--- src/verilog/revs_pkg.sv ---
// package for the rail enable, lockout and sequencer register bank
// assumes a byte-wide register port fed by an upstream serial slave
package revs_pkg;
  localparam logic [7:0] OFS_RAIL_ON_OFF = 8'h16;
  localparam logic [7:0] OFS_UV_LEVEL = 8'h18;
  localparam logic [7:0] OFS_STEP_1 = 8'h19;
  localparam logic [7:0] OFS_STEP_2 = 8'h1A;
  localparam logic [7:0] RST_RAIL_ON_OFF = 8'h00;
  localparam logic [7:0] RST_UV_LEVEL = 8'h03;
  localparam logic [7:0] RST_STEP_1 = 8'h00;
  localparam logic [7:0] RST_STEP_2 = 8'h00;
  localparam logic [7:0] MASK_RAIL_ON_OFF = 8'h7F;
  localparam logic [7:0] MASK_UV_LEVEL = 8'h07;
  localparam logic [7:0] MASK_STEP_1 = 8'h77;
  localparam logic [7:0] MASK_STEP_2 = 8'h7F;
  localparam int BIT_SWITCH_ONE = 6;
  localparam int BIT_SWITCH_TWO = 5;
  localparam int BIT_BUCK_ONE = 4;
  localparam int BIT_BUCK_TWO = 3;
  localparam int BIT_BUCK_THREE = 2;
  localparam int BIT_LINREG_ONE = 1;
  localparam int BIT_LINREG_TWO = 0;
  localparam int NUM_RAILS = 7;
  localparam int STEP_W = 3;
  localparam int POS_BUCK_ONE_STEP = 4;
  localparam int POS_BUCK_TWO_STEP = 0;
  localparam logic [2:0] STEP_NONE = 3'h0;
  localparam logic [1:0] UV_2V73 = 2'h0;
  localparam logic [1:0] UV_2V89 = 2'h1;
  localparam logic [1:0] UV_3V18 = 2'h2;
  localparam logic [1:0] UV_3V30 = 2'h3;

  // host-side register request
  typedef struct packed {
    logic wr;
    logic rd;
    logic unlocked;
    logic [7:0] addr;
    logic [7:0] wdata;
  } revs_req_t;

  // rail enable outputs
  typedef struct packed {
    logic switch_one;
    logic switch_two;
    logic buck_one;
    logic buck_two;
    logic buck_three;
    logic linreg_one;
    logic linreg_two;
  } revs_rails_t;

  typedef enum logic [1:0] {
    UV_SEL_2V73,
    UV_SEL_2V89,
    UV_SEL_3V18,
    UV_SEL_3V30
  } revs_uv_t;
endpackage : revs_pkg

--- src/verilog/revs_regfile.sv ---
// four-byte storage of the rail control registers with masked writes
// assumes synchronous reset copy and a pre-qualified write strobe
module revs_regfile (
  input wire logic clk,
  input wire logic rst_n,
  input wire logic we,
  input wire logic [1:0] wsel,
  input wire logic [7:0] wdata,
  input wire logic [1:0] rsel,
  output logic [7:0] rdata,
  output logic [31:0] all_regs
);
  import revs_pkg::*;

  typedef struct packed {
    logic [3:0][7:0] regs;
    logic [7:0] rdata;
  } revs_rf_state_t;

  localparam logic [3:0][7:0] RST_VALS = {RST_STEP_2, RST_STEP_1, RST_UV_LEVEL,
                                          RST_RAIL_ON_OFF};
  localparam logic [3:0][7:0] WMASKS = {MASK_STEP_2, MASK_STEP_1, MASK_UV_LEVEL,
                                        MASK_RAIL_ON_OFF};

  revs_rf_state_t st_reg;
  revs_rf_state_t st_next;

  // masked write, registered read data
  always_comb begin
    st_next = st_reg;
    if (we) begin
      st_next.regs[wsel] = wdata & WMASKS[wsel];
    end
    st_next.rdata = st_next.regs[rsel];
  end

  always_ff @(posedge clk or negedge rst_n) begin
    if (!rst_n) begin
      st_reg <= '{regs: RST_VALS, rdata: 8'h00};
    end else begin
      st_reg <= st_next;
    end
  end

  assign rdata = st_reg.rdata;
  assign all_regs = st_reg.regs;
endmodule : revs_regfile

--- src/verilog/revs_top.sv ---
// rail enable, undervoltage lockout and sequencer step register bank
// assumes a serial slave upstream delivers byte requests on clk
// Contract
// - on/off register at 0x16, resets to all zero.
// - writes accepted only through the password-protected path; host must unlock.
// - on/off bit 7 reads zero and ignores writes.
// - bit 6 drives load switch one, only while power pin high.
// - bit 5 drives load switch two, only while power pin high.
// - bit 4 drives buck one while its step field is zero, only while power pin high.
// - bit 3 drives buck two while its step field is zero, only while power pin high.
// - bit 2 drives buck three, only while power pin high.
// - bits 1 and 0 drive linear regulators, no power pin gating.
// - lockout register at 0x18, resets to 0x03.
// - lockout field decodes 2.73, 2.89, 3.18, 3.3 volts.
// - lockout bits 7..3 read zero; bit 2 writable, resets zero.
// - step register one at 0x19; bits 7 and 3 read zero.
// - step code zero removes rail from sequencer control.
// - buck one step field bits 6..4 enables at step N.
// - buck two step field bits 2..0 enables at step N.
// - step register two at 0x1A, protected alike.
module revs_top (
  input wire logic clk,
  input wire logic rst_n,
  input wire revs_pkg::revs_req_t req,
  input wire logic power_on_request_pin,
  input wire logic [revs_pkg::STEP_W-1:0] seq_step,
  output logic [7:0] rdata,
  output logic rdata_valid,
  output logic wr_reject,
  output revs_pkg::revs_rails_t rails,
  output revs_pkg::revs_uv_t uv_threshold,
  output logic [7:0] rail_on_off_control,
  output logic [7:0] undervoltage_lockout_level,
  output logic [7:0] sequencer_step_assign_1,
  output logic [7:0] sequencer_step_assign_2
);
  import revs_pkg::*;

  typedef struct packed {
    logic [1:0] pin_sync;
    logic rdata_valid;
    logic wr_reject;
    revs_rails_t rails;
    revs_uv_t uv;
  } revs_top_state_t;

  revs_top_state_t st_reg;
  revs_top_state_t st_next;
  logic [1:0] rst_sync_reg; // kept apart: it resets on the raw pin reset
  logic rst_n_int;
  logic hit;
  logic [1:0] sel;
  logic we;
  logic [7:0] rf_rdata;
  logic [31:0] all_regs;
  logic [7:0] reg_on_off;
  logic [7:0] reg_uv;
  logic [7:0] reg_step1;
  logic [7:0] reg_step2;
  logic pin_ok;
  logic [STEP_W-1:0] buck_one_step_field;
  logic [STEP_W-1:0] buck_two_step_field;
  logic [NUM_RAILS-1:0] bit_on;
  logic [NUM_RAILS-1:0] gated;
  logic [NUM_RAILS-1:0] rail_next;

  // reset release through two flops
  always_ff @(posedge clk or negedge rst_n) begin
    if (!rst_n) begin
      rst_sync_reg <= 2'h0;
    end else begin
      rst_sync_reg <= {rst_sync_reg[0], 1'b1};
    end
  end
  assign rst_n_int = rst_sync_reg[1];

  // address decode
  always_comb begin
    hit = 1'b1;
    sel = 2'h0;
    case (req.addr)
      OFS_RAIL_ON_OFF: sel = 2'h0;
      OFS_UV_LEVEL: sel = 2'h1;
      OFS_STEP_1: sel = 2'h2;
      OFS_STEP_2: sel = 2'h3;
      default: hit = 1'b0;
    endcase
  end

  // write only when unlocked; rejected writes store nothing
  assign we = req.wr && hit && req.unlocked;

  revs_regfile u_regs (
    .clk(clk),
    .rst_n(rst_n_int),
    .we(we),
    .wsel(sel),
    .wdata(req.wdata),
    .rsel(sel),
    .rdata(rf_rdata),
    .all_regs(all_regs)
  );

  // unpack stored registers; reserved bits held zero by write masks
  assign reg_on_off = all_regs[7:0];
  assign reg_uv = all_regs[15:8];
  assign reg_step1 = all_regs[23:16];
  assign reg_step2 = all_regs[31:24];
  assign pin_ok = st_reg.pin_sync[1];
  assign buck_one_step_field = reg_step1[POS_BUCK_ONE_STEP +: STEP_W];
  assign buck_two_step_field = reg_step1[POS_BUCK_TWO_STEP +: STEP_W];

  // per-rail enable bits in on/off register order
  assign bit_on = reg_on_off[NUM_RAILS-1:0];
  // rails gated by power pin: bits 6..2
  localparam logic [NUM_RAILS-1:0] PIN_GATED = 7'h7C;

  genvar gi;
  generate
    for (gi = 0; gi < NUM_RAILS; gi++) begin : g_rail
      assign gated[gi] = bit_on[gi] && (pin_ok || !PIN_GATED[gi]);
    end
  endgenerate

  // sequencer takes over bucks one and two when their step field is nonzero
  always_comb begin
    rail_next = gated;
    if (buck_one_step_field != STEP_NONE) begin
      rail_next[BIT_BUCK_ONE] = pin_ok && (seq_step >= buck_one_step_field);
    end
    if (buck_two_step_field != STEP_NONE) begin
      rail_next[BIT_BUCK_TWO] = pin_ok && (seq_step >= buck_two_step_field);
    end
  end

  // next state of the top: pin sync, answers, rails, threshold
  always_comb begin
    st_next = st_reg;
    st_next.pin_sync = {st_reg.pin_sync[0], power_on_request_pin};
    st_next.rdata_valid = req.rd && hit;
    st_next.wr_reject = req.wr && hit && !req.unlocked;
    st_next.rails.switch_one = rail_next[BIT_SWITCH_ONE];
    st_next.rails.switch_two = rail_next[BIT_SWITCH_TWO];
    st_next.rails.buck_one = rail_next[BIT_BUCK_ONE];
    st_next.rails.buck_two = rail_next[BIT_BUCK_TWO];
    st_next.rails.buck_three = rail_next[BIT_BUCK_THREE];
    st_next.rails.linreg_one = rail_next[BIT_LINREG_ONE];
    st_next.rails.linreg_two = rail_next[BIT_LINREG_TWO];
    case (reg_uv[1:0])
      UV_2V73: st_next.uv = UV_SEL_2V73;
      UV_2V89: st_next.uv = UV_SEL_2V89;
      UV_3V18: st_next.uv = UV_SEL_3V18;
      UV_3V30: st_next.uv = UV_SEL_3V30;
      default: st_next.uv = UV_SEL_3V30;
    endcase
  end

  // state registers other than reset sync
  always_ff @(posedge clk or negedge rst_n_int) begin
    if (!rst_n_int) begin
      st_reg.pin_sync <= 2'h0;
      st_reg.rdata_valid <= 1'b0;
      st_reg.wr_reject <= 1'b0;
      st_reg.rails <= '0;
      st_reg.uv <= UV_SEL_3V30;
    end else begin
      st_reg.pin_sync <= st_next.pin_sync;
      st_reg.rdata_valid <= st_next.rdata_valid;
      st_reg.wr_reject <= st_next.wr_reject;
      st_reg.rails <= st_next.rails;
      st_reg.uv <= st_next.uv;
    end
  end

  // outputs straight from flops
  assign rdata = rf_rdata;
  assign rdata_valid = st_reg.rdata_valid;
  assign wr_reject = st_reg.wr_reject;
  assign rails = st_reg.rails;
  assign uv_threshold = st_reg.uv;
  assign rail_on_off_control = reg_on_off;
  assign undervoltage_lockout_level = reg_uv;
  assign sequencer_step_assign_1 = reg_step1;
  assign sequencer_step_assign_2 = reg_step2;
endmodule : revs_top
--- config.mk ---
export PLATFORM = sky130hd
export DESIGN_NAME = revs_top
export DESIGN_NICKNAME = d
export VERILOG_FILES = /design/src/verilog/revs_pkg.sv /design/src/verilog/revs_regfile.sv /design/src/verilog/revs_top.sv
export SDC_FILE = /design/constraint.sdc
export NUM_CORES = 1
export LEC_CHECK = 0
export ABC_AREA = 1
export BUFFER_PORTS_ARGS = -buffer_cell sky130_fd_sc_hd__buf_2
export CORE_ASPECT_RATIO = 0.9
export CORE_MARGIN = 5
export CORE_UTILIZATION = 53
export CTS_BUF_LIST = sky130_fd_sc_hd__clkbuf_16
export DETAILED_ROUTE_END_ITERATION = 10
export PLACE_DENSITY = 0.79
export SETUP_SLACK_MARGIN = 0.4
export SLEW_MARGIN = 20
export SYNTH_ARGS = -nofsm -noshare
export SYNTH_HDL_FRONTEND = slang
export SYNTH_SLANG_ARGS = --single-unit
--- constraint.sdc ---
create_clock -name clk -period 2.3 [get_ports clk]
set_clock_uncertainty 0.1 [all_clocks]
set_input_delay 0.345 -clock clk [delete_from_list [all_inputs] [get_ports clk]]
set_output_delay 0.345 -clock clk [all_outputs]
set_load 0.03 [all_outputs]
# ---- Word-level counts from Yosys, hierarchy flattened
# Cells that the tools add are included.
# Widths: inputs -> output; s select.
dict set report totals {
  ff_bits 55
  input_bits 25
  elab_cells 59
}
dict set report op_classes {
  order_cmp 4
  n_eq_ne 7
  mux 13
  bitwise 1
  n_reduce_logical 17
}
# cell n
set ops {}
lappend ops {{$bmux 8 s2} 2}
lappend ops {{$bwmux 32} 1}
lappend ops {{$eq 8x5->1 const B} 4}
lappend ops {{$mux 32} 1}
lappend ops {{$mux 8} 3}
lappend ops {{$demux 8 s2} 1}
lappend ops {{$logic_and 1x1->1} 12}
lappend ops {{$and 8x8->8} 1}
lappend ops {{$pmux 2 s4} 1}
lappend ops {{$ge 3x3->1} 2}
lappend ops {{$pmux 2 s3} 1}
lappend ops {{$reduce_bool 3->1} 2}
lappend ops {{$eq 2x2->1 const B} 2}
lappend ops {{$reduce_or 4->1} 1}
lappend ops {{$lt 2x3->1 const B} 1}
lappend ops {{$mux 1} 3}
lappend ops {{$eq 2x1->1 const B} 1}
lappend ops {{$ge 2x1->1 const B} 1}
lappend ops {{$logic_not 2->1} 1}
lappend ops {{$logic_not 1->1} 1}

# ---- Logic depth before layout (Yosys ltp)
dict set report depth {
  word_depth 10
  depth_mapped 15
  ltp_nobuf 13
}

# ---- By module
# Synthesis repeated with hierarchy kept, for this count alone.
dict set report unflattened {
  cells_unflattened 299
  hier_area_um2 2568.7
}
# module n_inst cells_each area_each_um2 seq_area_each_um2
set modules_own_cells {}
lappend modules_own_cells {revs_regfile 1 218 1841.8 1003.5}
lappend modules_own_cells {revs_top 1 81 726.9 377.9}

# ---- Worst setup path after synthesis
# Ideal clock, no wire load.
dict set report synth_timing {
  kind {input -> register}
  start {input port req[13] (netlist bit)}
  end {register u_regs.st_reg (netlist bit u_regs.rdata[3])}
  setup_ps 65
  arrival_ps 2130
  required_ps 2135
  setup_slack_ps 5
  path_stages 14
  n_path_buf 2
  path_cell_list {inv_1 > nand2_1 > nor2_4 > nand3_1 > inv_1 > buf_2 > ha_1 > inv_1 > clkbuf_1 > o21ai_0 > nand4_1 > nand3_1 > nand3_1 > nand2_1}
}
# item line
set synth_lines {}
lappend synth_lines {{start, declared} revs_top.sv:24} ;# input wire revs_pkg::revs_req_t req,
lappend synth_lines {{end signal, assigned} revs_regfile.sv:39} ;# st_reg <= '{regs: RST_VALS, rdata: 8'h00};
lappend synth_lines {{end signal, assigned} revs_regfile.sv:41} ;# st_reg <= st_next;
lappend synth_lines {{end, declared} revs_regfile.sv:25} ;# revs_rf_state_t st_reg;

==> impl_table.tex <==
\begin{tabular}{lr}
\hline
Metric & Value \\
\hline
\multicolumn{2}{l}{\textbf{Critical path}} \\
\quad CP Data Required Time & around 2.4 ns \\
\quad CP Class & in2reg \\
\quad Startpoint type of the worst setup path & input port \\
\quad Flop2flop setup slack & 0.95 ns \\
\quad CP max stage delay & between 0.2 and 0.25 ns \\
\quad Worst Reg-to-Reg Cells & 5 \\
\quad Worst endpoint data arrival time & 1.93 ns \\
\quad Largest delay share family, worst path & simple AND/OR/NAND/NOR gates \\
\quad Crit. End Element & flop \\
\quad Critical-path maximum fanout & 8 \\
\quad Crit path buf inv count & 3 \\
\quad R2R Path End & rails[4]\$\_DFF\_PN0\_ \\
\quad Launch point of the worst reg-to-reg path & u\_regs.all\_regs[21]\$\_DFF\_PN0\_ \\
\quad CP max-delay cell & sky130\_fd\_sc\_hd\_\_ha\_1 \\
\quad Worst-path cell chain & buf\_2, nor2\_2, nor2\_2, nand3\_4, clkinv\_4, ha\_1, inv\_2, nand2\_1, o21ai\_1, nand4\_1, nand3\_1, nand3\_1, nand2\_1 \\
\multicolumn{2}{l}{\textbf{Cells and area}} \\
\quad Summed area of non-filler cells in the final layout & 3850 um2 \\
\quad Sequential cell area & $\sim$1400 um2 \\
\quad Most used cells in the layout excluding fill and tap cells & 115 x sky130\_fd\_sc\_hd\_\_nand2\_1, 73 x sky130\_fd\_sc\_hd\_\_buf\_2, 50 x sky130\_fd\_sc\_hd\_\_dfrtp\_1, 48 x sky130\_fd\_sc\_hd\_\_nand3\_1, 32 x sky130\_fd\_sc\_hd\_\_nand4\_1 \\
\quad Area growth from synthesis to layout & 28.5\% \\
\quad Share of post-route cells with drive strength above 1 & 33.5\% \\
\quad Largest register FFs & 32 \\
\quad Final Instance Count excl. Fillers & 532 \\
\quad Filler instances & between 400 and 500 \\
\quad Area of the multi-input gates & between 1500 and 2000 um2 \\
\quad Fin nets & 498 \\
\quad Antenna cells & 0 \\
\quad Most common cell after layout, fill and taps aside & sky130\_fd\_sc\_hd\_\_nand2\_1 \\
\multicolumn{2}{l}{\textbf{CTS}} \\
\quad Clk slew on worst S/H paths & $\sim$0.070 ns \\
\quad Number of CTS-inserted buffers & 5 \\
\quad Clock sinks & 55 \\
\quad Root Buffer & sky130\_fd\_sc\_hd\_\_clkbuf\_16 \\
\quad TritonCTS clock tree & done \\
\quad CTS H-Tree Depth & 2 \\
\quad Clk\_lat worst skew & 0.29 ns \\
\quad Max Buffers Root-to-Sink & 2 \\
\multicolumn{2}{l}{\textbf{Pwr}} \\
\quad Internal power of the cells & between 1 and 1.5 mW \\
\quad Share of total power consumed by net switching & 27.5\% \\
\quad Clock network fraction of total power & $\sim$36\% \\
\quad Power density over the cells & $\sim$530 nW/um2 \\
\quad Worst IR drop on VDD & about 0.44 mV \\
\quad Leakage power & approximately 2.2 nW \\
\quad Net switching component of the power & between 500 and 600 uW \\
\quad Share of power burned in registers & 49.9\% \\
\quad Proportion of power drawn by combinational gates & a little over an eighth \\
\multicolumn{2}{l}{\textbf{STA}} \\
\quad Final-report max-slew violation count & 0 \\
\quad Unrepaired setup endpoints after global routing & yes \\
\quad Setup-failing EPs final & 0 \\
\quad Setup TNS & 0 ns \\
\quad F\_max & roughly 560 MHz \\
\quad Final cycle utilization of the critical path & 78.3\% \\
\quad Clock period minus final worst setup slack & roughly 1.8 ns \\
\quad Actual slew at the worst max-slew pin & 0.661 ns \\
\quad Hold Violations, Final & 0 \\
\quad Normalized max-slew margin & between 50\% and 60\% \\
\multicolumn{2}{l}{\textbf{Global routing}} \\
\quad Number of antenna violations at the first check in global routing & 0 \\
\quad All-Layer GR Usage & 23.4\% \\
\quad Maximum number of pins on one net before global-route repair & between 50 and 60 \\
\quad Via count of the first global-routing pass & 2774 \\
\quad Global-route wire length before repair & between 10000 and 15000 um \\
\quad Overflow left after global routing & 0 \\
\multicolumn{2}{l}{\textbf{Min path}} \\
\quad Worst Hold End & st\_next[12]\$\_DFF\_PN0\_ \\
\quad Hold Path Depth & 1 \\
\quad Class of the worst hold path & in2reg \\
\quad HP Start & power\_on\_request\_pin \\
\multicolumn{2}{l}{\textbf{Drt}} \\
\quad DR vias/cell & about 5.7 \\
\quad Initial DRC Count & around 350 \\
\quad Total Routed Length & about 8500 um \\
\quad Overall via count from detail\_route & 3045 \\
\quad Pre-Repair DR Iteration Count & 5 \\
\quad Average wire per cell in the routed design & approximately 16 um \\
\quad Remaining design rule violation count & 0 \\
\quad Routed Antenna Nets & 0 \\
\multicolumn{2}{l}{\textbf{Die}} \\
\quad IO Pins & 76 \\
\quad Initial standard-cell utilization of the core & between 50 and 60\% \\
\quad Area of the core & around 5600 um2 \\
\quad Overall die height & 81.3 um \\
\quad Die X & 89.2 um \\
\quad Die area & 7250 um2 \\
\quad Number of rows created at floorplan & 26 \\
\multicolumn{2}{l}{\textbf{Synthesis}} \\
\quad Number of different library cells in the post-synthesis netlist & 26 \\
\quad Sequential share of the synthesized area & a little under half \\
\quad Mapped Avg Cell Area & between 8 and 9 um2 \\
\quad Total nets after synthesis & 411 \\
\quad Cell area after technology mapping & about 3000 um2 \\
\quad FF+latch count, synth & 55 \\
\quad Total of warnings raised by yosys & 0 \\
\quad Syn Inst Count & $\sim$370 \\
\multicolumn{2}{l}{\textbf{Outcome}} \\
\quad Result of the run & finished, final reports clean \\
\multicolumn{2}{l}{\textbf{Placement}} \\
\quad Weighted congestion at the end of routability-driven global placement & 0.831 \\
\quad Post-Place Cells & slightly above 500 \\
\quad Instance area after placement & roughly 3500 um2 \\
\quad DP HPWL & about 5600 um \\
\quad Buffers on Ports & 74 \\
\multicolumn{2}{l}{\textbf{Run}} \\
\quad Max-cap violations & 0 \\
\hline
\end{tabular}
[synth_stat cells]
cell type,number,area (um2)
sky130_fd_sc_hd__inv_1,24,90.1
sky130_fd_sc_hd__nand2_2,12,75.1
sky130_fd_sc_hd__nand2_4,1,11.3
sky130_fd_sc_hd__clkbuf_1,7,26.3
sky130_fd_sc_hd__nand3_2,1,10.0
sky130_fd_sc_hd__buf_4,5,37.5
sky130_fd_sc_hd__nand2_1,121,454
sky130_fd_sc_hd__inv_2,1,3.75
sky130_fd_sc_hd__ha_1,12,150
sky130_fd_sc_hd__nand4_1,32,200
sky130_fd_sc_hd__buf_2,3,15.0
sky130_fd_sc_hd__conb_1,1,3.75
sky130_fd_sc_hd__nand3_1,50,250
sky130_fd_sc_hd__buf_6,2,22.5
sky130_fd_sc_hd__dfrtp_1,51,1280
sky130_fd_sc_hd__nor2_4,2,22.5
sky130_fd_sc_hd__buf_1,4,15.0
sky130_fd_sc_hd__and2_1,4,25.0
sky130_fd_sc_hd__dfstp_2,4,105
sky130_fd_sc_hd__a21oi_1,2,10.0
sky130_fd_sc_hd__nand3_4,1,17.5
sky130_fd_sc_hd__a31oi_1,1,6.26
sky130_fd_sc_hd__o21ai_0,22,110
sky130_fd_sc_hd__a21boi_0,4,30.0
sky130_fd_sc_hd__clkinv_1,2,7.51
sky130_fd_sc_hd__nor2_1,5,18.8
[worst reg2reg max path, delay by kind of cell (launching register included)]
kind | cells | cell delay (ns)
flip-flops | 1 | 0.45
AO/OA/AOI/OAI | 3 | 0.38
adder cells (fa/ha/maj) | 1 | 0.26
buffers and inverters | 1 | 0.07
[power by group through the flow]
stage | clock network, mW | logic, mW | registers, mW
2_1_floorplan | 0 | 0.101 | 1.12
3_3_place_gp | 0 | 0.257 | 1.04
3_5_place_dp | 0 | 0.263 | 1.04
4_1_cts | 0.763 | 0.268 | 1.03
5_1_grt | 0.800 | 0.306 | 1.03
6_report | 0.747 | 0.280 | 1.02
[cells by family after synthesis]
group / Yosys count / synth area share (%)
DFF: 55 / 46.1
other: 1 / 0.125
buffers and inverters: 48 / 7.27
adders and majority gates: 12 / 5.01
AOI/OAI and AO/OA: 29 / 5.22
and+or+nand+nor: 229 / 36.2
[routing by layer]
layer / GRT usage, % / wire (um) / vias up
met3: 4.06 / 852 / 17
met2: 38.4 / 4130 / 190
met5: 0 / 0 / -
met1: 30.0 / 3310 / 1405
met4: 10.9 / 202 / 0
li1: - / - / 1433
[repair_timing]
item	in CTS	in global routing
pin swaps	0	11
cloned	1	2
hold buffers	1	0
gates resized for setup	3	28
hold endpoints to repair	2	0
buffers inserted	0	10
endpoints found under the setup margin	7	8
[metrics by stage]
step           power (mW)  hold slack [ns]  setup slack, ns  util (%)
6_report             2.05           0.0552            0.499      68.8
5_1_grt              2.14           0.0455            0.346      68.8
3_5_place_dp         1.31           0.0341           0.0179      62.4
2_1_floorplan        1.22          -0.0506            0.401         -
3_3_place_gp         1.30           0.0303           0.0810      62.4
4_1_cts              2.06           0.0538            0.413      65.5
[worst max-delay path by stage]
| stage | slack [ns] | startpoint | to | cells after the start |
|---|---|---|---|---|
| 2_1_floorplan | 0.40 | req[14] | u_regs.rdata[1]$_DFF_PN0_ | 15 |
| 3_3_place_gp | 0.08 | req[14] | u_regs.rdata[1]$_DFF_PN0_ | 12 |
| 3_5_place_dp | 0.02 | req[14] | u_regs.rdata[2]$_DFF_PN0_ | 12 |
| 4_1_cts | 0.41 | req[14] | u_regs.rdata[4]$_DFF_PN0_ | 13 |
| 5_1_grt | 0.35 | req[13] | u_regs.rdata[1]$_DFF_PN0_ | 13 |
| 6_report | 0.50 | req[9] | u_regs.rdata[4]$_DFF_PN0_ | 13 |
[area by class of cell]
| class | count | share of cell area (%) |
|---|---|---|
| well taps | 70 | 2.28 |
| repair buffers | 98 | 15.0 |
| multi-input cells | 274 | 39.9 |
| clock inverters | 3 | 0.553 |
| inverters | 27 | 3.19 |
| clock buffers | 5 | 3.25 |
| flip-flops and latches | 55 | 35.9 |
(Power assumes the default switching activity.)
